===== src/rpl_params.svh =====
// Constants for the palette look-up and video level block
`ifndef RPL_PARAMS_SVH
`define RPL_PARAMS_SVH

// Palette geometry
`define RPL_INDEX_W 5
`define RPL_LEVEL_W 4
`define RPL_DEPTH 32
`define RPL_CHANNELS 3

// Level codes
`define RPL_LEVEL_BLACK 4'h0
`define RPL_LEVEL_WHITE 4'hf
`define RPL_LEVEL_BLANKED 4'h0

// Register port
`define RPL_BUS_AW 8
`define RPL_BUS_DW 32
`define RPL_OFS_PROBE_CTRL 8'h00
`define RPL_OFS_STATUS 8'h04
`define RPL_OFS_PROBE_DATA 8'h08
`define RPL_OFS_STROBE_COUNT 8'h0c

// Reset values
`define RPL_RST_PROBE_INDEX 5'h00
`define RPL_RST_STROBE_COUNT 16'h0000

`endif


===== src/rpl_pkg.sv =====
// Types shared by the palette look-up and video level block
package rpl_pkg;

   // Converter register contents with qualifier flags
   typedef struct packed {
      logic blank;
      logic sync;
      logic [3:0] red;
      logic [3:0] green;
      logic [3:0] blue;
   } rpl_video_t;

   // Shared palette access inputs
   typedef struct packed {
      logic [4:0] index;
      logic [3:0] value;
      logic write_mode;
   } rpl_access_t;

   // What the converter registers currently hold
   typedef enum logic [3:0] {
      PH_IDLE = 4'h1,
      PH_ACTIVE = 4'h2,
      PH_BLANK = 4'h4,
      PH_BLACK = 4'h8
   } rpl_phase_t;

endpackage


===== src/rpl_edge.sv =====
// Rise and fall detector for a synchronous input level
`timescale 1ns/1ps
`default_nettype none

module rpl_edge (
   input wire logic clk, // System clock
   input wire logic rst, // Asynchronous reset, active high
   input wire logic level, // Level to watch
   output logic rise, // One-cycle pulse on 0 to 1
   output logic fall // One-cycle pulse on 1 to 0
);

   logic prev_reg;

   // Previous level; reset high so a high input does not fake a rise
   always_ff @(posedge clk or posedge rst) begin
      if (rst) begin
         prev_reg <= 1'b1;
      end else begin
         prev_reg <= level;
      end
   end

   assign rise = level & ~prev_reg;
   assign fall = ~level & prev_reg;

endmodule

`default_nettype wire


===== src/rpl_palette.sv =====
// One colour channel palette: 32 entries of 4 bits
`timescale 1ns/1ps
`default_nettype none
`include "rpl_params.svh"

module rpl_palette (
   input wire logic clk, // System clock
   input wire logic wr_en, // Write pulse, already qualified by select
   input wire logic [`RPL_INDEX_W-1:0] index, // Shared write and look-up index
   input wire logic [`RPL_LEVEL_W-1:0] wr_value, // Value to store
   input wire logic select_n, // Channel select, active low
   output logic [`RPL_LEVEL_W-1:0] rd_value, // Gated look-up result
   input wire logic [`RPL_INDEX_W-1:0] probe_index, // Software probe index
   output logic [`RPL_LEVEL_W-1:0] probe_value // Raw entry at probe index
);

   // Contents are not reset: they are undefined until written
   logic [`RPL_LEVEL_W-1:0] mem [0:`RPL_DEPTH-1];

   always_ff @(posedge clk) begin
      if (wr_en) begin
         mem[index] <= wr_value;
      end
   end

   assign rd_value = select_n ? `RPL_LEVEL_BLACK : mem[index];
   assign probe_value = mem[probe_index];

endmodule

`default_nettype wire


===== src/rpl_top.sv =====
// Palette look-up tables feeding strobed triple 4-bit video level registers
//
// Overview of operation
// - Blank and sync together: all levels zero, red/blue blank, green sync; here one shared blank flag and one shared sync flag are set.
// - Read/write select low means display read, high means palette write.
// - Outputs hold the last load until the next strobe edge.
// - Strobe during write mode loads reference black into all channels.
// - The 5-bit index is write location and display colour index.
// - A write stores the value only in selected channel palettes.
// - Each channel has its own active-low select gating read and write.
// - A deselected channel presents zero to its converter input.
// - Deselected channel holds its level until a strobe loads black.
// - Three independent 32 by 4 palettes sharing index, value, mode.
// - Converter inputs come only from their own palette outputs.
// - The write pulse stores the value at the indexed entry.
// - Each strobe loads all three converter registers together.
// - Blanking high clears all registers and blanks every output.
// - Sync high forces only the green output to sync level; here sync_req only sets the shared sync flag and no level changes.
// - After retrace release, normal data loads at the following strobe.
// - Inputs, blanking and sync are sampled on the strobe falling edge.
// - Code 0000 is reference black and 1111 is reference white.
`timescale 1ns/1ps
`default_nettype none
`include "rpl_params.svh"

module rpl_top (
   input wire logic clk, // System clock, 200 MHz
   input wire logic rst, // Asynchronous reset, active high
   input wire logic [4:0] palette_index, // Shared palette index
   input wire logic [3:0] palette_write_value, // Shared palette write value
   input wire logic write_mode, // Low read (display), high write
   input wire logic red_palette_select_n, // Red palette select, active low
   input wire logic green_palette_select_n, // Green palette select, active low
   input wire logic blue_palette_select_n, // Blue palette select, active low
   input wire logic strobe, // Converter strobe, loads on falling edge
   input wire logic blank_req, // Synchronous blanking control
   input wire logic sync_req, // Synchronous sync control, sets the shared sync flag only
   input wire logic [7:0] bus_addr, // Register byte address
   input wire logic [31:0] bus_wdata, // Register write data
   input wire logic bus_wr, // Register write strobe
   input wire logic bus_rd, // Register read strobe
   output logic [31:0] bus_rdata, // Register read data, cycle after strobe
   output rpl_pkg::rpl_video_t video_out, // Converter levels with blank and sync flags
   output logic white_level // High while all three levels are white
);

   import rpl_pkg::*;

   // Channel order inside arrays: 0 red, 1 green, 2 blue
   localparam int NCH = `RPL_CHANNELS;

   rpl_access_t access;
   logic [NCH-1:0] select_n;
   logic [3:0] lut_value [0:NCH-1];
   logic [3:0] probe_value [0:NCH-1];
   logic [NCH-1:0] lut_wr;
   logic write_rise;
   logic strobe_fall;

   rpl_video_t video_reg;
   rpl_video_t video_next;
   rpl_phase_t phase_reg;
   rpl_phase_t phase_next;
   logic white_reg;
   logic [4:0] probe_index_reg;
   logic [15:0] strobe_count_reg;
   logic [31:0] rdata_reg;
   logic [31:0] rdata_next;

   // Match a bus address against a register offset
   function automatic logic hit(input logic [7:0] addr, input logic [7:0] ofs);
      hit = (addr == ofs);
   endfunction

   // Bundle the shared palette inputs
   // index shared by both modes
   assign access = '{index: palette_index, value: palette_write_value, write_mode: write_mode};
   assign select_n = {blue_palette_select_n, green_palette_select_n, red_palette_select_n};

   // Write mode is entered by the rising edge of the read/write line
   rpl_edge u_write_edge (
      .clk(clk),
      .rst(rst),
      .level(write_mode),
      .rise(write_rise),
      .fall()
   );

   // Strobe is taken on its high-to-low transition
   // falling strobe sampling
   rpl_edge u_strobe_edge (
      .clk(clk),
      .rst(rst),
      .level(strobe),
      .rise(),
      .fall(strobe_fall)
   );

   genvar ch;
   generate
      for (ch = 0; ch < NCH; ch = ch + 1) begin : g_lut
         assign lut_wr[ch] = write_rise & ~select_n[ch];

         rpl_palette u_palette (
            .clk(clk),
            .wr_en(lut_wr[ch]),
            .index(access.index),
            .wr_value(access.value),
            .select_n(select_n[ch]),
            .rd_value(lut_value[ch]),
            .probe_index(probe_index_reg),
            .probe_value(probe_value[ch])
         );
      end
   endgenerate

   // Next converter contents, decided only at a strobe fall
   always_comb begin
      video_next = video_reg;
      phase_next = phase_reg;
      if (strobe_fall) begin
         if (blank_req) begin
            video_next.red = `RPL_LEVEL_BLANKED;
            video_next.green = `RPL_LEVEL_BLANKED;
            video_next.blue = `RPL_LEVEL_BLANKED;
            video_next.blank = 1'b1;
            video_next.sync = sync_req;
            phase_next = PH_BLANK;
         end else if (access.write_mode) begin
            video_next.red = `RPL_LEVEL_BLACK;
            video_next.green = `RPL_LEVEL_BLACK;
            video_next.blue = `RPL_LEVEL_BLACK;
            video_next.blank = 1'b0;
            video_next.sync = sync_req;
            phase_next = PH_BLACK;
         end else begin
            video_next.red = lut_value[0];
            video_next.green = lut_value[1];
            video_next.blue = lut_value[2];
            video_next.blank = 1'b0;
            video_next.sync = sync_req;
            phase_next = PH_ACTIVE;
         end
      end
   end

   // Converter registers; reset stands in for the missing power-up load
   // hold until first strobe
   always_ff @(posedge clk or posedge rst) begin
      if (rst) begin
         video_reg <= '0;
      end else begin
         video_reg <= video_next;
      end
   end

   // Phase of the converter contents, visible in status
   always_ff @(posedge clk or posedge rst) begin
      if (rst) begin
         phase_reg <= PH_IDLE;
      end else begin
         phase_reg <= phase_next;
      end
   end

   // White indication, registered so the output comes from a flip-flop
   // white code
   always_ff @(posedge clk or posedge rst) begin
      if (rst) begin
         white_reg <= 1'b0;
      end else begin
         white_reg <= (video_next.red == `RPL_LEVEL_WHITE)
            && (video_next.green == `RPL_LEVEL_WHITE)
            && (video_next.blue == `RPL_LEVEL_WHITE)
            && !video_next.blank;
      end
   end

   assign video_out = video_reg;
   assign white_level = white_reg;

   // Probe index written by software, steers the palette readback port
   always_ff @(posedge clk or posedge rst) begin
      if (rst) begin
         probe_index_reg <= `RPL_RST_PROBE_INDEX;
      end else if (bus_wr && hit(bus_addr, `RPL_OFS_PROBE_CTRL)) begin
         probe_index_reg <= bus_wdata[4:0];
      end
   end

   // Strobe counter; a software write clears it, with a strobe in the same cycle it loads 1
   always_ff @(posedge clk or posedge rst) begin
      if (rst) begin
         strobe_count_reg <= `RPL_RST_STROBE_COUNT;
      end else if (strobe_fall) begin
         if (bus_wr && hit(bus_addr, `RPL_OFS_STROBE_COUNT)) begin
            strobe_count_reg <= 16'h0001;
         end else begin
            strobe_count_reg <= strobe_count_reg + 16'h0001;
         end
      end else if (bus_wr && hit(bus_addr, `RPL_OFS_STROBE_COUNT)) begin
         strobe_count_reg <= `RPL_RST_STROBE_COUNT;
      end
   end

   // Read mux; the probe path is combinational memory, so it reads live
   always_comb begin
      rdata_next = 32'h0000_0000;
      if (hit(bus_addr, `RPL_OFS_PROBE_CTRL)) begin
         rdata_next = {27'h0, probe_index_reg};
      end else if (hit(bus_addr, `RPL_OFS_STATUS)) begin
         rdata_next = {14'h0, phase_reg, video_reg.blank, video_reg.sync,
            video_reg.red, video_reg.green, video_reg.blue};
      end else if (hit(bus_addr, `RPL_OFS_PROBE_DATA)) begin
         rdata_next = {20'h0, probe_value[0], probe_value[1], probe_value[2]};
      end else if (hit(bus_addr, `RPL_OFS_STROBE_COUNT)) begin
         rdata_next = {16'h0, strobe_count_reg};
      end
   end

   // Read data stands only in the cycle after the read strobe
   always_ff @(posedge clk or posedge rst) begin
      if (rst) begin
         rdata_reg <= 32'h0000_0000;
      end else if (bus_rd) begin
         rdata_reg <= rdata_next;
      end else begin
         rdata_reg <= 32'h0000_0000;
      end
   end

   assign bus_rdata = rdata_reg;

endmodule

`default_nettype wire


===== config.mk =====
export PLATFORM = sky130hd
export DESIGN_NAME = rpl_top
export DESIGN_NICKNAME = d
export VERILOG_FILES = /design/src/rpl_pkg.sv /design/src/rpl_edge.sv /design/src/rpl_palette.sv /design/src/rpl_top.sv
export VERILOG_INCLUDE_DIRS = /design/src
export SDC_FILE = /design/constraint.sdc
export NUM_CORES = 1
export LEC_CHECK = 0
export ABC_AREA = 1
export BUFFER_PORTS_ARGS = -buffer_cell sky130_fd_sc_hd__clkbuf_2
export CORE_UTILIZATION = 35
export CTS_BUF_LIST = sky130_fd_sc_hd__clkbuf_8
export DETAILED_ROUTE_END_ITERATION = 8
export PLACE_DENSITY = 0.59
export SLEW_MARGIN = 20
export SYNTH_ARGS = -nofsm -noshare
export SYNTH_HDL_FRONTEND = slang
export SYNTH_SLANG_ARGS = --single-unit

===== constraint.sdc =====
create_clock -name clk -period 4.2 [get_ports clk]
set_clock_uncertainty 0.15 [all_clocks]
set_input_delay 0.42 -clock clk [delete_from_list [all_inputs] [get_ports clk]]
set_output_delay 0.42 -clock clk [all_outputs]
set_load 0.01 [all_outputs]

==> results of run 1 <==
## layer usage
metal  up-vias  part of all wire, %
met3       183                  9.5
li1       8746                    -
met5         -                    0
met1      9147                   40
met4         0                  3.8
met2      1147                   46
## per-stage QoR
stage / setup WS [ps] / std cells / cell area [sq um]
floorplan: 2150 / 2590 / 22330
global placement: 1145 / 3376 / 23400
detailed placement: 1097 / 3376 / 23400
CTS: 1250 / 3528 / 24960
global route: 1087 / 3528 / 24960
finish: 1146 / 3528 / 24960
## where the power goes
part           switching [mW]  internal, mW
logic                   0.722         0.265
clock network            1.81          1.90
registers              0.0674          4.86
## timing repair
action | CTS | global route
endpoints found under the hold margin | 81 | 0
hold buffers | 14 | 0
buffers inserted | 0 | 0
## cells by family (layout without fill, tap and decap cells)
kind of cell / count (synthesis) / after routing
AND/OR/NAND/NOR: 1434 / 1434
flip-flops: 444 / 444
AO/OA/AOI/OAI: 429 / 429
buffers and inverters: 267 / 359
adder cells (fa/ha/maj): 1 / 1
other: 1 / 14
XOR/XNOR: 1 / 1
## worst register-to-register path: stages (launching register included)
cell and delay [ps]:
dfrtp_4 700, inv_4 490, buf_4 450, o21ai_0 140, o221ai_1 250, nand3_1 290
nand3_1 190, nand3_1 150, a21oi_1 170
## area by class of cell
cell class	count	share of cell area (%)
Clock buffer	81	4.467
Clock inverter	57	1.183
Timing Repair Buffer	131	3.906
Inverter	90	1.369
Sequential cell	444	52.26
Tap cell	846	4.242
Multi-Input combinational cell	1879	32.57
## final timing paths
kind                                        start                      endpoint  slack [ps]  depth (start not counted)
max                            probe_index_reg[0]                  bus_rdata[8]        1150                          8
min                                           rst                  video_out[2]          50                          3
max reg2reg                    probe_index_reg[0]                  bus_rdata[8]        1150                          8
min reg2reg                          phase_reg[0]                  phase_reg[0]         290                          2
max in group asynchronous                     rst            probe_index_reg[0]        2920                          4
min in group clk           palette_write_value[3]  g_lut[0].u_palette.mem[7][3]         100                          1
## placed cells by master (no fill, tap or decap), types with 22 or more instances in the layout
| cell type | netlist | layout |
|---|---|---|
| edfxtp_1 | 384 | 384 |
| nand2_1 | 977 | 977 |
| nor2_1 | 301 | 300 |
| buf_4 | 25 | 43 |
| inv_1 | 82 | 97 |
| o21ai_0 | 251 | 251 |
| o22ai_1 | 22 | 22 |
| nand3_1 | 119 | 119 |
| clkbuf_2 | 0 | 60 |
| dfrtp_1 | 57 | 54 |
| clkbuf_8 | 0 | 81 |
| o221ai_1 | 43 | 43 |
| a21oi_1 | 97 | 97 |
| clkinv_1 | 4 | 26 |
==> run_results.csv, run 1 <==
group,metric,value,unit
layout,final_util,39.63,%
synth,async_reset_ff_share,13.51,%
global_route,grt.total_usage,22.89,%
synth,synthesis.area,22280,sq um
sta,final_max_slew_viol_count,0,
global_route,globalRouteMet3Util,4.093,%
synth,synth.top_cells.by_area,"edfxtp_1, nand2_1, dfrtp_1, o21ai_0, nor2_1",
layout,drive_gt1_share,8.986,%
global_route,overflow,0,
setup_path,critPathMaxFanout,41,
sta,tns,0,ps
cts,cts_buffers,76,
global_route,antenna_found_initial,0,
setup_path,critical_path_buf_inv_count,2,
synth,yosysWarningCount,0,
synth,synthCells,2577,
setup_path,crit_required,4620,ps
synth,synthFlopType,"edfxtp_1",
cts,clock_sinks,444,
layout,nFillCells,6246,
sta,period_share,72.71,%
detailed_routing,drc_errors,0,
synth,synthAdderAreaFrac,0.05616,%
layout,multiInputGateArea,8128,sq um
setup_path,worstPathCellList,"inv_4 -> buf_4 -> o21ai_0 -> o221ai_1 -> nand3_1 -> nand3_1 -> nand3_1 -> a21oi_1",
sta,setup_viol,0,
floorplan,dieArea,64670,sq um
synth,synthSimpleGateAreaFrac,25.39,%
synth,yosysMostFrequentCell,"nand2_1",
power,ir_drop,0.1981,mV
floorplan,die_y,254.3,um
layout,largest_reg_flops,384,
sta,min_period,3054,ps
sta,final-hold-violation-count,0,
power,leakage,9.949,nW
cts,clk_latency,680,ps
floorplan,core_region_area,62970,sq um
detailed_routing,drtAntennaViolNets,0,
power,totalPowerFinal,9.636,mW
detailed_routing,dr.pass1.iters,9,
cts,cts_tree,"done",
floorplan,start_util,35.38,%
setup_path,cp-start-kind,"register",
cts,clk_pin_slew,60,ps
placed_design,routabilityCongestion,0.9380,
sta,max_freq,327.5,MHz
setup_path,critPathMostFrequentCell,"nand3_1",
global_route,busiest_layer,"met2",
cts,ctsResizeCount,0,
setup_path,critPathCaptureType,"register",
detailed_routing,drt-initial-drc-count,2278,
synth,yosysSeqAreaShare,58.51,%
layout,num_antenna_cells,0,
synth,synth_common_cells,"nand2_1, edfxtp_1, nor2_1, o21ai_0, nand3_1",
setup_path,path_delay_family,"buffers and inverters",
sta,rsz0062_at_grt,"no",
synth,yosysTopAreaCellShare,51.76,%
synth,synth_cell_type_count,33,
synth,synth_top_family_by_area,"simple AND/OR/NAND/NOR gates",
global_route,grt_max_degree,93,
synth,synth_xor_area_share,0.03931,%
cts,clock_path_buffers,3,
sta,maxSlewHeadroom,31.49,%
synth,synth_edf_count,384,
layout,layout.nets,2683,
detailed_routing,routed_wl,74280,um
placed_design,dp_hpwl,47120,um
global_route,gr-usage-met1,29.77,%
layout,regArea,13040,sq um
detailed_routing,dr_total_vias,19223,
global_route,grt_pass1_vias,18475,
setup_path,arrival,3480,ps
synth,synth_seq_cells,444,
floorplan,row_count,92,
global_route,gr-usage-met2,37.21,%
synth,synth_top_area_cell,"edfxtp_1",
layout,syn_to_final_growth,12.01,%
sta,holdWs,54.56,ps
global_route,grt_pass1_wl,111500,um
floorplan,io_pins,107,
detailed_routing,vias_per_cell,5.449,
cts,clock_tree.root_cell,"clkbuf_8",
floorplan,die_w,254.3,um
flow_run,drv_cap,0,
power,powerDensity,386.1,nW/um^2
synth,synth-compound-area-share,10.68,%
cts,cts_max_level,3,
synth,syn_area_per_cell,8.645,sq um
synth,synthMuxAreaShare,0,%
detailed_routing,wl_per_cell,21.05,um
run_status,outcome,"complete, no violations",
hold_path,holdCritPathClass,"in2async",
sta,worstMarginPinSlew,1028,ps
setup_path,critical_path_class,"reg2reg",
setup_path,max_stage_delay,700,ps
setup_path,worst_path_max_delay_cell,"dfrtp_4",
placed_design,port_buffers,65,
(Power assumes the default switching activity.)
==> run 2, diff against run 1 <==
clock period = 2.9 ns   (was 4.2 ns; I/O delays follow)
==> run 2 against run 1 <==
Net effect: utilization up 0.51 points; critical path depth unchanged; die area is the same; wire length decreased by 4.0%; first-iteration DRC count is 20% lower; largest power group unchanged; highest routed layer is now met5.
==> run_results.csv, run 2 (same netlist as run 1, synthesis figures left out) <==
group,metric,value,unit
detailed_routing,drtAntennaViolNets,0,
setup_path,r2r_cells,8,
sta,tns,0,ps
setup_path,timing.rr.end,"bus_rdata[10]",
cts,cts_max_level,3,
cts,clk_latency,680,ps
floorplan,dieArea,64670,sq um
global_route,grt.total_usage,22.12,%
run_status,outcome,"complete, no violations",
power,seqPwrFrac,51.0,%
cts,clk_pin_slew,60,ps
sta,finalWorstSetupSlack,311.7,ps
global_route,grt_max_degree,97,
power,powerDensity,552.9,nW/um^2
detailed_routing,routed_wl,71310,um
detailed_routing,wl_met3,6507,um
cts,clock_sinks,444,
cts,post_cts_buffers,0,
hold_path,holdCritPathClass,"in2reg",
sta,maxSlewHeadroom,35.56,%
setup_path,critPathCaptureType,"register",
setup_path,arrival,3000,ps
floorplan,die_w,254.3,um
power,comb_power_share,10.4,%
layout,final-instance-count-excl-fill,3546,
layout,stdcell_area,25270,sq um
flow_run,drv_cap,0,
sta,final-hold-violation-count,0,
cts,cts_buffers,74,
detailed_routing,dr_total_vias,19092,
detailed_routing,dr.pass1.iters,6,
placed_design,place_area,23630,sq um
power,clkPwrFrac,38.6,%
power,ir_drop,0.2960,mV
sta,max_freq,386.3,MHz
sta,period_share,89.25,%
global_route,grt_pass1_vias,18207,
setup_path,reg2reg_setup_slack,310,ps
detailed_routing,drc_errors,0,
floorplan,row_count,92,
detailed_routing,wl_met1,28590,um
floorplan,core_region_area,62970,sq um
floorplan,start_util,35.38,%
sta,worstMarginPinSlew,966.6,ps
cts,clock_tree.root_cell,"clkbuf_8",
floorplan,die_y,254.3,um
setup_path,crit_required,3310,ps
layout,mostFrequentLayoutCell,"nand2_1",
placed_design,port_buffers,65,
setup_path,worstReg2RegStart,"probe_index_reg[0]",
layout,layout.nets,2702,
setup_path,worstSetupEndpoint,"bus_rdata[10]",
global_route,grt_pass1_wl,108000,um
floorplan,io_pins,107,
detailed_routing,top_layer_used,"met5",
layout,largest_reg_flops,384,
setup_path,critPathMaxFanout,92,
sta,min_period,2588,ps
cts,clock_path_buffers,3,
power,p_switching,3.732,mW
setup_path,critical_path_class,"reg2reg",
layout,most-common-layout-cells,"nand2_1, edfxtp_1, nor2_1",
detailed_routing,wl_per_cell,20.11,um
detailed_routing,drt-initial-drc-count,1829,
detailed_routing,vias_per_cell,5.384,
power,leakage,10.09,nW
setup_path,cp-start-kind,"register",
cts,cts_tree,"done",
sta,rsz0062_at_grt,"no",
sta,holdWs,21.74,ps
power,p_sw_share,26.70,%
sta,final_max_slew_viol_count,0,
placed_design,routabilityCongestion,0.9447,
power,cellInternalPower,10.24,mW
placed_design,dp_cells,3388,
layout,syn_to_final_growth,13.44,%
sta,setup_viol,0,
layout,drive_gt1_share,9.489,%
placed_design,dp_hpwl,45620,um
global_route,antenna_found_initial,2,
detailed_routing,met2_length,33340,um
global_route,overflow,0,
setup_path,critical_path.startpoint,"probe_index_reg[0]",
placed_design,dp_slack,329.7,ps
run 2: worst max-delay path, cell delays in order, from the launching register on:
cell and delay (ps):
dfrtp_4 570, inv_4 240, buf_12 370, o21ai_0 130, o221ai_1 260, nand3_1 160, nand3_1 110, nand3_1 180
a21oi_1 200
run 2: layout make-up:
cell class / count / area, sq um
sequential: 444 / 13040
clock buffer: 82 / 1129
tap: 846 / 1059
clock inverter: 51 / 284.0
antenna: 2 / 5.005
timing repair buffer: 152 / 1292
inverter: 90 / 341.6
fill: 6121 / 37690
multi-input combinational: 1879 / 8122
run 2: how the worst min path moves through the flow:
stage / start / end / slack, ps / depth (start not counted)
floorplan: strobe / u_strobe_edge.prev_reg / 140 / 0
global placement: strobe / u_strobe_edge.prev_reg / 240 / 1
detailed placement: strobe / u_strobe_edge.prev_reg / 240 / 1
CTS: bus_addr[3] / bus_rdata[17] / 30 / 4
global route: palette_write_value[2] / g_lut[0].u_palette.mem[22][2] / 40 / 2
finish: palette_write_value[2] / g_lut[0].u_palette.mem[21][2] / 20 / 2
run 2: routing by layer:
| layer | vias to the layer above | global-route usage (%) |
|---|---|---|
| li1 | 8779 | - |
| met1 | 9104 | 28.49 |
| met2 | 1025 | 35.96 |
| met3 | 182 | 3.991 |
| met4 | 2 | 10.57 |
| met5 | - | 0 |
run 2: repair_timing:
item                      4_1_cts  5_1_grt
resized for setup               0        0
hold endpoints to repair       90        0
hold buffers                   23        0
run 2: power groups by stage:
stage          clock network [mW]  registers [mW]  logic (mW)
2_1_floorplan                   0            7.24       0.841
3_5_place_dp                    0            7.26        1.40
5_1_grt                      5.75            7.14        1.59
6_report                     5.39            7.13        1.45
4_1_cts                      5.49            7.13        1.43
3_3_place_gp                    0            7.26        1.38
run 2: per-stage QoR:
stage	power [mW]	util [%]
global route	14.48	40.14
global placement	8.637	37.52
detailed placement	8.659	37.52
floorplan	8.079	-
CTS	14.04	40.13
finish	13.97	40.14
